[config.mk]
export PLATFORM = sky130hd
export DESIGN_NAME = fss_top
export DESIGN_NICKNAME = d
export VERILOG_FILES = /design/src/hw/fss_pkg.sv /design/src/hw/fss_mono_if.sv /design/src/hw/fss_mono.sv /design/src/hw/fss_top.sv
export SDC_FILE = /design/constraint.sdc
export NUM_CORES = 1
export LEC_CHECK = 0
export ABC_AREA = 1
export BUFFER_PORTS_ARGS = -buffer_cell sky130_fd_sc_hd__buf_2
export CORE_UTILIZATION = 40
export CTS_CLUSTER_SIZE = 10
export DETAILED_ROUTE_END_ITERATION = 8
export MAX_ROUTING_LAYER = met4
export PLACE_DENSITY = 0.52
export SLEW_MARGIN = 20
export SYNTH_ARGS = -nofsm -noshare
export SYNTH_HDL_FRONTEND = slang
export SYNTH_SLANG_ARGS = --single-unit
[constraint.sdc]
create_clock -name clock_in -period 5.1 [get_ports clock_in]
set_input_delay 0.765 -clock clock_in [delete_from_list [all_inputs] [get_ports clock_in]]
set_output_delay 0.765 -clock clock_in [all_outputs]
set_load 0.005 [all_outputs]
[src/hw/fss_pkg.sv]
// fail-safe supervisor constants: times, derived cycle counts, state codes
// assumes a 100 MHz board clock
package fss_pkg;
	// ****************************************
	// timing
	// ****************************************
	localparam int CLK_MHZ = 100;
	localparam int FAST_TIME_US = 12;
	localparam int SW_TIME_MS = 13;
	localparam int HW_TIME_MS = 36;
	// a longest time rounds down; exact at 100 MHz anyway
	localparam int FAST_CYCLES = FAST_TIME_US * CLK_MHZ;
	localparam int SW_CYCLES = SW_TIME_MS * 1000 * CLK_MHZ;
	localparam int HW_CYCLES = HW_TIME_MS * 1000 * CLK_MHZ;
	localparam int CNT_W = 32;
	localparam logic [CNT_W-1:0] CNT_RESET = 32'h0;
	localparam logic [2:0] SYNC_RESET = 3'h0;

	// ****************************************
	// states of each monostable
	// ****************************************
	typedef enum logic [1:0] {
		FSS_IDLE = 2'b01,
		FSS_ACTIVE = 2'b10
	} fss_mono_state_type;
endpackage

[src/hw/fss_mono_if.sv]
// carrier between the supervisor top and its monostable instances
// assumes one clock domain shared by both ends
`timescale 1ns/1ps
interface fss_mono_if;
	logic trig;
	logic active;
	logic expired;
	modport ctl (output trig, input active, input expired);
	modport mono (input trig, output active, output expired);
endinterface

[src/hw/fss_mono.sv]
// retriggerable monostable: each trigger reloads the full period
// assumes trig is a one-cycle pulse on the same clock
`timescale 1ns/1ps
module fss_mono #(
	parameter int unsigned PERIOD = 1
) (
	input wire logic clock_in,
	input wire logic rst_b_in,
	fss_mono_if.mono mono_if
);
	typedef struct packed {
		fss_pkg::fss_mono_state_type st;
		logic [fss_pkg::CNT_W-1:0] cnt;
	} fss_mono_reg_type;

	fss_mono_reg_type s_r;
	fss_mono_reg_type s_nxt;

	// ****************************************
	// next state
	// ****************************************
	always_comb begin
		s_nxt = s_r;
		case (s_r.st)
			fss_pkg::FSS_IDLE: begin
				if (mono_if.trig) begin
					s_nxt.st = fss_pkg::FSS_ACTIVE;
					s_nxt.cnt = fss_pkg::CNT_W'(PERIOD - 1);
				end
			end
			fss_pkg::FSS_ACTIVE: begin
				// a retrigger wins over expiry in the same cycle
				if (mono_if.trig) begin
					s_nxt.cnt = fss_pkg::CNT_W'(PERIOD - 1);
				end else if (s_r.cnt == fss_pkg::CNT_RESET) begin
					s_nxt.st = fss_pkg::FSS_IDLE;
				end else begin
					s_nxt.cnt = s_r.cnt - 1'b1;
				end
			end
			default: begin
				s_nxt.st = fss_pkg::FSS_IDLE;
				s_nxt.cnt = fss_pkg::CNT_RESET;
			end
		endcase
	end

	always_ff @(posedge clock_in or negedge rst_b_in) begin
		if (!rst_b_in) begin
			s_r.st <= fss_pkg::FSS_IDLE;
			s_r.cnt <= fss_pkg::CNT_RESET;
		end else begin
			s_r <= s_nxt;
		end
	end

	assign mono_if.active = (s_r.st == fss_pkg::FSS_ACTIVE);
	assign mono_if.expired = (s_r.st == fss_pkg::FSS_IDLE);
endmodule

[src/hw/fss_top.sv]
// fail-safe supervisor top: three monostables gating drives, nmi and resets
// assumes address latch, kicks, init and option straps arrive asynchronously
`timescale 1ns/1ps
module fss_top #(
	parameter int unsigned SW_CYCLES = fss_pkg::SW_CYCLES,
	parameter int unsigned HW_CYCLES = fss_pkg::HW_CYCLES
) (
	input wire logic clock_in,
	input wire logic rst_b_in,
	input wire logic addr_latch_in,
	input wire logic sw_kick_in,
	input wire logic hw_kick_in,
	input wire logic bus_init_in,
	input wire logic opt_nmi_in,
	input wire logic opt_wd_reset_in,
	input wire logic opt_bus_reset_in,
	output logic drive_en_out,
	output logic run_green_out,
	output logic run_red_out,
	output logic nmi_out,
	output logic board_reset_out,
	output logic cpu_reset_out
);
	// ****************************************
	// state
	// ****************************************
	typedef struct packed {
		logic [2:0] ale_s;
		logic [2:0] swk_s;
		logic [2:0] hwk_s;
		logic [2:0] init_s;
		logic [2:0] onmi_s;
		logic [2:0] owd_s;
		logic [2:0] obus_s;
		logic ale_q;
		logic swk_q;
		logic hwk_q;
		logic init_q;
		logic onmi_q;
		logic owd_q;
		logic obus_q;
		logic [fss_pkg::CNT_W-1:0] quiet;
		logic drive_en;
		logic run_green;
		logic run_red;
		logic nmi;
		logic board_reset;
		logic cpu_reset;
	} fss_top_reg_type;

	fss_top_reg_type s_r;
	fss_top_reg_type s_nxt;

	fss_mono_if fast_if ();
	fss_mono_if sw_if ();
	fss_mono_if hw_if ();

	// a change counts once the second and third stages agree
	function automatic logic fss_agree(input logic [2:0] sy, input logic prev);
		fss_agree = (sy[1] == sy[2]) ? sy[2] : prev;
	endfunction

	logic ale_v;
	logic swk_v;
	logic hwk_v;
	logic init_v;
	logic onmi_v;
	logic owd_v;
	logic obus_v;
	always_comb begin
		ale_v = fss_agree(s_r.ale_s, s_r.ale_q);
		swk_v = fss_agree(s_r.swk_s, s_r.swk_q);
		hwk_v = fss_agree(s_r.hwk_s, s_r.hwk_q);
		init_v = fss_agree(s_r.init_s, s_r.init_q);
		onmi_v = fss_agree(s_r.onmi_s, s_r.onmi_q);
		owd_v = fss_agree(s_r.owd_s, s_r.owd_q);
		obus_v = fss_agree(s_r.obus_s, s_r.obus_q);
	end

	// ****************************************
	// retrigger pulses
	// ****************************************
	assign fast_if.trig = ale_v & ~s_r.ale_q;
	// firmware kicks on either edge so a toggling port bit works
	assign sw_if.trig = swk_v ^ s_r.swk_q;
	assign hw_if.trig = hwk_v ^ s_r.hwk_q;

	fss_mono #(.PERIOD(fss_pkg::FAST_CYCLES)) u_fast (
		.clock_in(clock_in),
		.rst_b_in(rst_b_in),
		.mono_if(fast_if)
	);
	fss_mono #(.PERIOD(SW_CYCLES)) u_sw (
		.clock_in(clock_in),
		.rst_b_in(rst_b_in),
		.mono_if(sw_if)
	);
	fss_mono #(.PERIOD(HW_CYCLES)) u_hw (
		.clock_in(clock_in),
		.rst_b_in(rst_b_in),
		.mono_if(hw_if)
	);

	// ****************************************
	// next state
	// ****************************************
	always_comb begin
		s_nxt = s_r;
		s_nxt.ale_s = {s_r.ale_s[1:0], addr_latch_in};
		s_nxt.swk_s = {s_r.swk_s[1:0], sw_kick_in};
		s_nxt.hwk_s = {s_r.hwk_s[1:0], hw_kick_in};
		s_nxt.init_s = {s_r.init_s[1:0], bus_init_in};
		s_nxt.onmi_s = {s_r.onmi_s[1:0], opt_nmi_in};
		s_nxt.owd_s = {s_r.owd_s[1:0], opt_wd_reset_in};
		s_nxt.obus_s = {s_r.obus_s[1:0], opt_bus_reset_in};
		s_nxt.ale_q = ale_v;
		s_nxt.swk_q = swk_v;
		s_nxt.hwk_q = hwk_v;
		s_nxt.init_q = init_v;
		s_nxt.onmi_q = onmi_v;
		s_nxt.owd_q = owd_v;
		s_nxt.obus_q = obus_v;
		// cycles since the last accepted latch edge, saturating; only the expiry check reads it
		if (fast_if.trig) begin
			s_nxt.quiet = fss_pkg::CNT_RESET;
		end else if (!(&s_r.quiet)) begin
			s_nxt.quiet = s_r.quiet + 1'b1;
		end
		// no firmware path here: the drives follow the monostable alone
		s_nxt.drive_en = fast_if.active;
		s_nxt.run_green = fast_if.active;
		s_nxt.run_red = fast_if.expired;
		// options are only honoured, never forced on
		s_nxt.nmi = onmi_v & sw_if.expired;
		s_nxt.board_reset = owd_v & hw_if.expired;
		// held cpu stops the latch, so the fast timer lapses by itself
		s_nxt.cpu_reset = (obus_v & init_v) | (owd_v & hw_if.expired);
	end

	always_ff @(posedge clock_in or negedge rst_b_in) begin
		if (!rst_b_in) begin
			s_r <= '0;
			s_r.run_red <= 1'b1;
		end else begin
			s_r <= s_nxt;
		end
	end

	assign drive_en_out = s_r.drive_en;
	assign run_green_out = s_r.run_green;
	assign run_red_out = s_r.run_red;
	assign nmi_out = s_r.nmi;
	assign board_reset_out = s_r.board_reset;
	assign cpu_reset_out = s_r.cpu_reset;

	// ****************************************
	// checks
	// ****************************************
	property p_fast_trig;
		@(posedge clock_in) disable iff (!rst_b_in)
		fast_if.trig |=> ##1 drive_en_out;
	endproperty
	a_fast_trig: assert property (p_fast_trig) else $error("drive not enabled after latch edge");

	property p_green_drive;
		@(posedge clock_in) disable iff (!rst_b_in)
		run_green_out == drive_en_out && run_red_out == !drive_en_out;
	endproperty
	a_green_drive: assert property (p_green_drive) else $error("lamp and drive disagree");

	property p_fast_expire;
		@(posedge clock_in) disable iff (!rst_b_in)
		$fell(fast_if.active) |=> !drive_en_out && run_red_out;
	endproperty
	a_fast_expire: assert property (p_fast_expire) else $error("drive still on after expiry");

	property p_sw_hold;
		@(posedge clock_in) disable iff (!rst_b_in)
		sw_if.trig |=> sw_if.active [*8];
	endproperty
	a_sw_hold: assert property (p_sw_hold) else $error("software monostable dropped early");

	property p_nmi;
		@(posedge clock_in) disable iff (!rst_b_in)
		nmi_out |-> $past(onmi_v) && $past(sw_if.expired);
	endproperty
	a_nmi: assert property (p_nmi) else $error("nmi without option or expiry");

	property p_board_reset;
		@(posedge clock_in) disable iff (!rst_b_in)
		(owd_v && hw_if.expired) |=> board_reset_out;
	endproperty
	a_board_reset: assert property (p_board_reset) else $error("board reset missing");

	property p_bus_reset;
		@(posedge clock_in) disable iff (!rst_b_in)
		(obus_v && init_v) |=> cpu_reset_out;
	endproperty
	a_bus_reset: assert property (p_bus_reset) else $error("cpu not held by bus init");

	property p_quiet_expire;
		@(posedge clock_in) disable iff (!rst_b_in)
		// a full fast period with no latch edge, as while the cpu is held, must leave the drives off
		(s_r.quiet > fss_pkg::FAST_CYCLES) |-> !drive_en_out && run_red_out;
	endproperty
	a_quiet_expire: assert property (p_quiet_expire) else $error("drive on with no latch activity");

	c_drive_on: cover property (@(posedge clock_in) disable iff (!rst_b_in) $rose(drive_en_out));
	c_drive_off: cover property (@(posedge clock_in) disable iff (!rst_b_in) $fell(drive_en_out));
	c_nmi: cover property (@(posedge clock_in) disable iff (!rst_b_in) $rose(nmi_out));
	c_board_reset: cover property (@(posedge clock_in) disable iff (!rst_b_in) $rose(board_reset_out));
endmodule

* Word-level counts from Yosys, hierarchy flattened
Index checks and enable logic that the tools add are counted.
** Storage, ports and cells
- Register bits :: 135
- Latch bits :: 0
- Memory bits (writable) :: 0
- Bits in read-only memories :: 0
- Logic and storage cells :: 95
- Memories kept :: 0
** Cells by class
- Add/sub/neg operators :: 3
- $mul :: 0
- Divide/modulo/power cells :: 0
- Order comparisons :: 0
- Equality and inequality tests :: 25
- Shifts and indexed selects :: 0
- Muxes and demuxes :: 25
- Bitwise operators :: 8
- Reductions and logical operators :: 9
** Operators by type and width (number)
- $pmux W34 S2 :: 3
- $mux W32 :: 6
- $mux W34 :: 3
- $logic_not A32 Y1 :: 3
- $sub A32 B1 Y32 const B :: 3
- $mux W2 :: 6
- $ne A2 B2 Y1 const B :: 6
- $ne A3 B3 Y1 const B :: 3
- $reduce_and A3 Y1 :: 3
- $eq A1 B1 Y1 :: 7
- $mux W1 :: 7
- $eq A2 B1 Y1 const B :: 3
- $eq A2 B2 Y1 const B :: 3
- $ne A2 B1 Y1 const B :: 3
- $reduce_and A2 Y1 :: 3
- $and A1 B1 Y1 :: 4
- $xor A1 B1 Y1 :: 2
- $not A1 Y1 :: 1
- $or A1 B1 Y1 :: 1

* Depth between registers and ports, before layout
- Depth in word-level cells :: 5
- Depth in mapped cells :: 12
- Gate-level depth less buffers :: 12

* Cells and area by module
Synthesis repeated with hierarchy kept, for this count alone.
** Unflattened totals
- Cell total of the unflattened synthesis :: 1225
- Area, all modules :: 8321.7 sq um
** By module, submodules not included
- fss_mono (u_hw) :: times used 1, cells an instance 391, area an instance 2472.4 sq um
- fss_mono (u_fast) :: times used 1, cells an instance 385, area an instance 2416.1 sq um
- fss_mono (u_sw) :: times used 1, cells an instance 377, area an instance 2409.8 sq um
- fss_top :: times used 1, cells an instance 72, area an instance 1023.5 sq um

* Worst setup path after synthesis
OpenSTA, ideal clock, no wires.
- Path type :: reg2reg
- Start :: reg u_fast.s_r[0] (netlist bit)
- End :: reg u_fast.s_r[17] (netlist bit)
- Data arrival time :: 1723 ps
- Slack :: 3258 ps
- Cell stages (with the launch flop) :: 13
- Period minus slack after synthesis :: 1842 ps
- Path through :: dfrtp_1 > inv_1 > ha_1 > nand2_2 > nor2_8 > nand2_2 > nor2_2 > nand2_2 > nand2_4 > inv_4 > buf_6 > nand3_1 > nand2_1
** On the way
- Longest elaborated chain between the ends :: 4
** Ends and longest elaborated chain
- start: declaration :: line fss_mono.sv:16 : fss_mono_reg_type s_r;
- start signal: assignment :: line fss_mono.sv:53 : s_r <= s_nxt;
- $sub A32 B1 Y32 :: line fss_mono.sv:38 : s_nxt.cnt = s_r.cnt - 1'b1;
- $mux W32 :: line fss_mono.sv:35 : end else if (s_r.cnt == fss_pkg::CNT_RESET) begin
- $mux W32 :: line fss_mono.sv:33 : if (mono_if.trig) begin
- $pmux W34 S2 :: line fss_mono.sv:24 : case (s_r.st)
Several ways; a longest one is shown, not always the timed one. The select of a mux whose other input is x is not followed.
A chain may end at the register's enable or synchronous reset.

* Worst setup path in the final report
- Start :: reg u_fast.s_r[32] (netlist bit)
- End :: reg u_fast.s_r[14] (netlist bit)
** On the way
- Longest elaborated chain between the ends :: 3
** Ends and longest elaborated chain
- $eq A2 B2 Y1 *
- via fast_if.active :: line fss_mono_if.sv:6 : logic active;
- $ne A3 B3 Y1 (no line)
- $reduce_and A2 Y1 (no line)
The timed path passes the listed nets; every way through them passes the cells marked *.

==> results.md <==
- Cell row count: 53
- Sum of buffers and inverters on the critical path: 3
- Placement-stage worst setup slack: 2.34 ns
- Delay of the slowest cell on the worst path: 0.56 ns
- Power per unit of standard cell area: 647 mW/mm^2
- Post-detailed-placement half-perimeter wirelength: 15,300 um
- Worst-Skew Late Latency: 0.44 ns
- GR Overflow Total: 0
- Unrepaired setup endpoints after global routing: no
- Mapped Area: 0.00873 sq mm
- CP startpoint kind: flip-flop
- Global-route total usage across every layer: 21.7%
- First element of the critical path: u_fast.s_r[32]
- Slew Limit Headroom: 34.5%
- Crit-path leading delay family: simple AND/OR/NAND/NOR gates
- Number of buffers inserted during clock tree synthesis: 17
- Number of nets in the layout: 1,303
- Type of the setup path with the least slack: flip-flop to flip-flop
- Post-Route Hold Slack: 0.349 ns
- Worst reg2reg path startpoint: u_fast.s_r[32]
- Setup crit end: u_fast.s_r[14]
- Clock slew at reported path FFs: 0.07 ns
- Register-to-register path setup slack: 2.30 ns
- Clock root buffer: clkbuf_16
- Deepest clock path buffer count: 2
- Iteration count of the initial detailed-routing pass: 5
- Number of sinks on the clock net: 135
- Initial antenna violation count: 0
- Post-synth net total: 1,301
- Total die area: 0.0224 sq mm
- Seq cells post-synth: 135
- Mean instance size in the synthesized netlist: 6.82 sq um
- Number of hold violations in the final report: 0
- Largest net degree at the start of global routing: 102
- Drt first-iter violations: 395
- Number of max-cap violations: 0
- Endpoint kind of the worst setup timing path: flip-flop
- Commonest cells after routing, fill and taps aside: nand2_1, nor2_1, inv_1
- Layout cells sized above 1: 10.2%
- WL per Instance: 13.9 um
- Share of the cycle needed by the critical path after routing: 54.9%
- Pins over their slew limit: 0
- Initial core utilization: 41.2%
- Peak supply drop: 0.288 mV
- Overall die height: 150 um
- Average via count per standard cell: 4.98
- Slowest cell on the critical path: dfstp_2
- Post-route cell area: 0.00955 sq mm
- Critical Path Fanout Max: 25
- Smallest setup slack after layout: 2.30 ns
- Via count of the first global-routing pass: 7,500
- Total negative setup slack: 0 ns
- Clock tree skew after final layout: 0.0181 ns
- Core Util, Final: 45.0%
- Global-route wire length before repair: 37,500 um
- Count of inserted antenna diode cells: 0
- Non-filler cells, final: 1,570
- Run status: completed
- Area inside the core boundary: 0.0212 sq mm
- Routability-driven placement congestion ratio: 0.869
- Count of input and output buffers: 14
- Worst hold-check path type: flip-flop to flip-flop
- Post-route minimum period: 2.80 ns
- Number of H-tree levels: 4
- Post-layout power: 6.18 mW
- Cell chain of the critical path: inv_1 > ha_1 > inv_1 > nor2_1 > nand2_2 > nand2_4 > inv_4 > nand3_1 > o21ai_2
- Data required, critical path: 5.46 ns
- Number of warning messages in the yosys log: 0
- Distinct cells, synth: 36
- Proportion of synthesized chip area in sequential cells: 38.7%
- Final setup viols: 0
- Logic depth of the worst register-to-register path: 9
- Io pins: 15
- Standby leakage power: 4.88 nW
- CTS tree: yes
- Cell occurring most often along the worst timing path: inv_1
- Floorplan die width: 150 um
- Remaining routing DRC violations: 0
- Count of hold buffers inserted by post-cts repair: 0
- Drt total wl: 21,800 um
- Placed instance count: 1,538
- P&R area growth vs syn: 9.38%
- ANT nets after route: 0
- Cell count after synthesis: 1,280
- Most common cell after layout, fill and taps aside: nand2_1
- Cell Area, Placed: 0.00897 sq mm
- Highest clock frequency the design can meet: 357 MHz
- Transition time of the tightest slew-check pin: 0.980 ns
- Worst path arrival time: 3.16 ns
- Number of gates given a new drive strength after cts: 0
- Endpoint of the lowest-slack register-to-register path: u_fast.s_r[14]
- Number of vias after detailed routing: 7,819
- Buffer count from post-CTS setup fixing: 0
- Critical path depth: 9
[registers in the layout, summed over array words and instances, names as in the netlist]
| register | cells |
|---|---|
| board_reset_out | 1 |
| nmi_out | 1 |
| u_hw.s_r | 34 |
| drive_en_out | 1 |
| u_sw.s_r | 34 |
| u_fast.s_r | 34 |
| run_red_out | 1 |
| s_nxt | 14 |
| s_r | 14 |
| cpu_reset_out | 1 |
[synth_stat cells]
master | n | area, sq um
dfrtp_1 | 131 | 3280
nor2_1 | 234 | 878
nand3_1 | 120 | 601
xor2_1 | 5 | 43.8
nand2_4 | 6 | 67.6
nor2_8 | 2 | 40.0
o211ai_1 | 1 | 7.51
o22ai_2 | 4 | 50.1
nor3_1 | 14 | 70.1
inv_1 | 147 | 552
buf_4 | 1 | 7.51
dfstp_2 | 4 | 105
o21ai_1 | 10 | 50.1
buf_6 | 7 | 78.8
maj3_1 | 3 | 30.0
buf_1 | 3 | 11.3
and2_1 | 1 | 6.26
nand3_2 | 3 | 30.0
nand3_4 | 2 | 35.0
ha_1 | 12 | 150
nand2_8 | 1 | 20.0
inv_4 | 2 | 12.5
o21ai_0 | 34 | 170
nor2_4 | 6 | 67.6
nor2_2 | 12 | 75.1
o21bai_1 | 1 | 7.51
o21ai_2 | 21 | 184
nand3b_1 | 12 | 90.1
clkbuf_1 | 10 | 37.5
nand2_1 | 365 | 1370
nand2_2 | 13 | 81.3
a21oi_1 | 26 | 130
buf_2 | 11 | 55.1
nand4_1 | 47 | 294
or2_2 | 5 | 31.3
inv_2 | 4 | 15.0
[power by group]
part           internal [mW]  leakage [nW]  switching, mW  total (mW)
sequential              1.32          1.77          0.233        1.56
clock                  0.691         0.278          0.549        1.24
combinational           1.04          2.84           2.35        3.39
[layout make-up]
class	instances	area [sq um]
inverters	153	579
clock inverters	15	156
flip-flops and latches	135	3380
clock buffers	17	425
well taps	275	344
repair buffers	15	83.8
multi-input cells	960	4580
fillers	2235	11700
[kinds of logic (layout without fill, tap and decap cells)]
group | Yosys count | after routing | synth area share (%)
simple gates | 843 | 843 | 43.0
fa+ha+maj | 15 | 15 | 2.06
buf+inv | 185 | 200 | 8.81
flops | 135 | 135 | 38.7
compound gates | 97 | 97 | 6.86
xor+xnor | 5 | 5 | 0.501
[metal layers]
layer | part of all wire (%) | wire [um] | global-route usage (%)
met1 | 51 | 11100 | 29.8
met2 | 45 | 9820 | 33.7
met3 | 2.9 | 633 | 3.57
met4 | 0.93 | 202 | 4.75
met5 | 0 | 0 | -
[worst min-delay path by stage]
| stage | from | to | depth (start not counted) |
|---|---|---|---|
| 2_1_floorplan | s_nxt[46] | s_nxt[47] | 0 |
| 3_3_place_gp | s_nxt[46] | s_nxt[47] | 0 |
| 3_5_place_dp | s_nxt[46] | s_nxt[47] | 0 |
| 4_1_cts | s_nxt[46] | s_nxt[47] | 0 |
| 5_1_grt | s_nxt[49] | s_nxt[50] | 0 |
| 6_report | s_nxt[46] | s_nxt[47] | 0 |
[worst reg2reg max path, stage by stage, from the launching register on]
cell	delay, ns
dfstp_2	0.56
inv_1	0.05
ha_1	0.32
inv_1	0.45
nor2_1	0.18
nand2_2	0.41
nand2_4	0.18
inv_4	0.34
nand3_1	0.16
o21ai_2	0.08
Note: power is estimated with default switching activity, not from simulation.
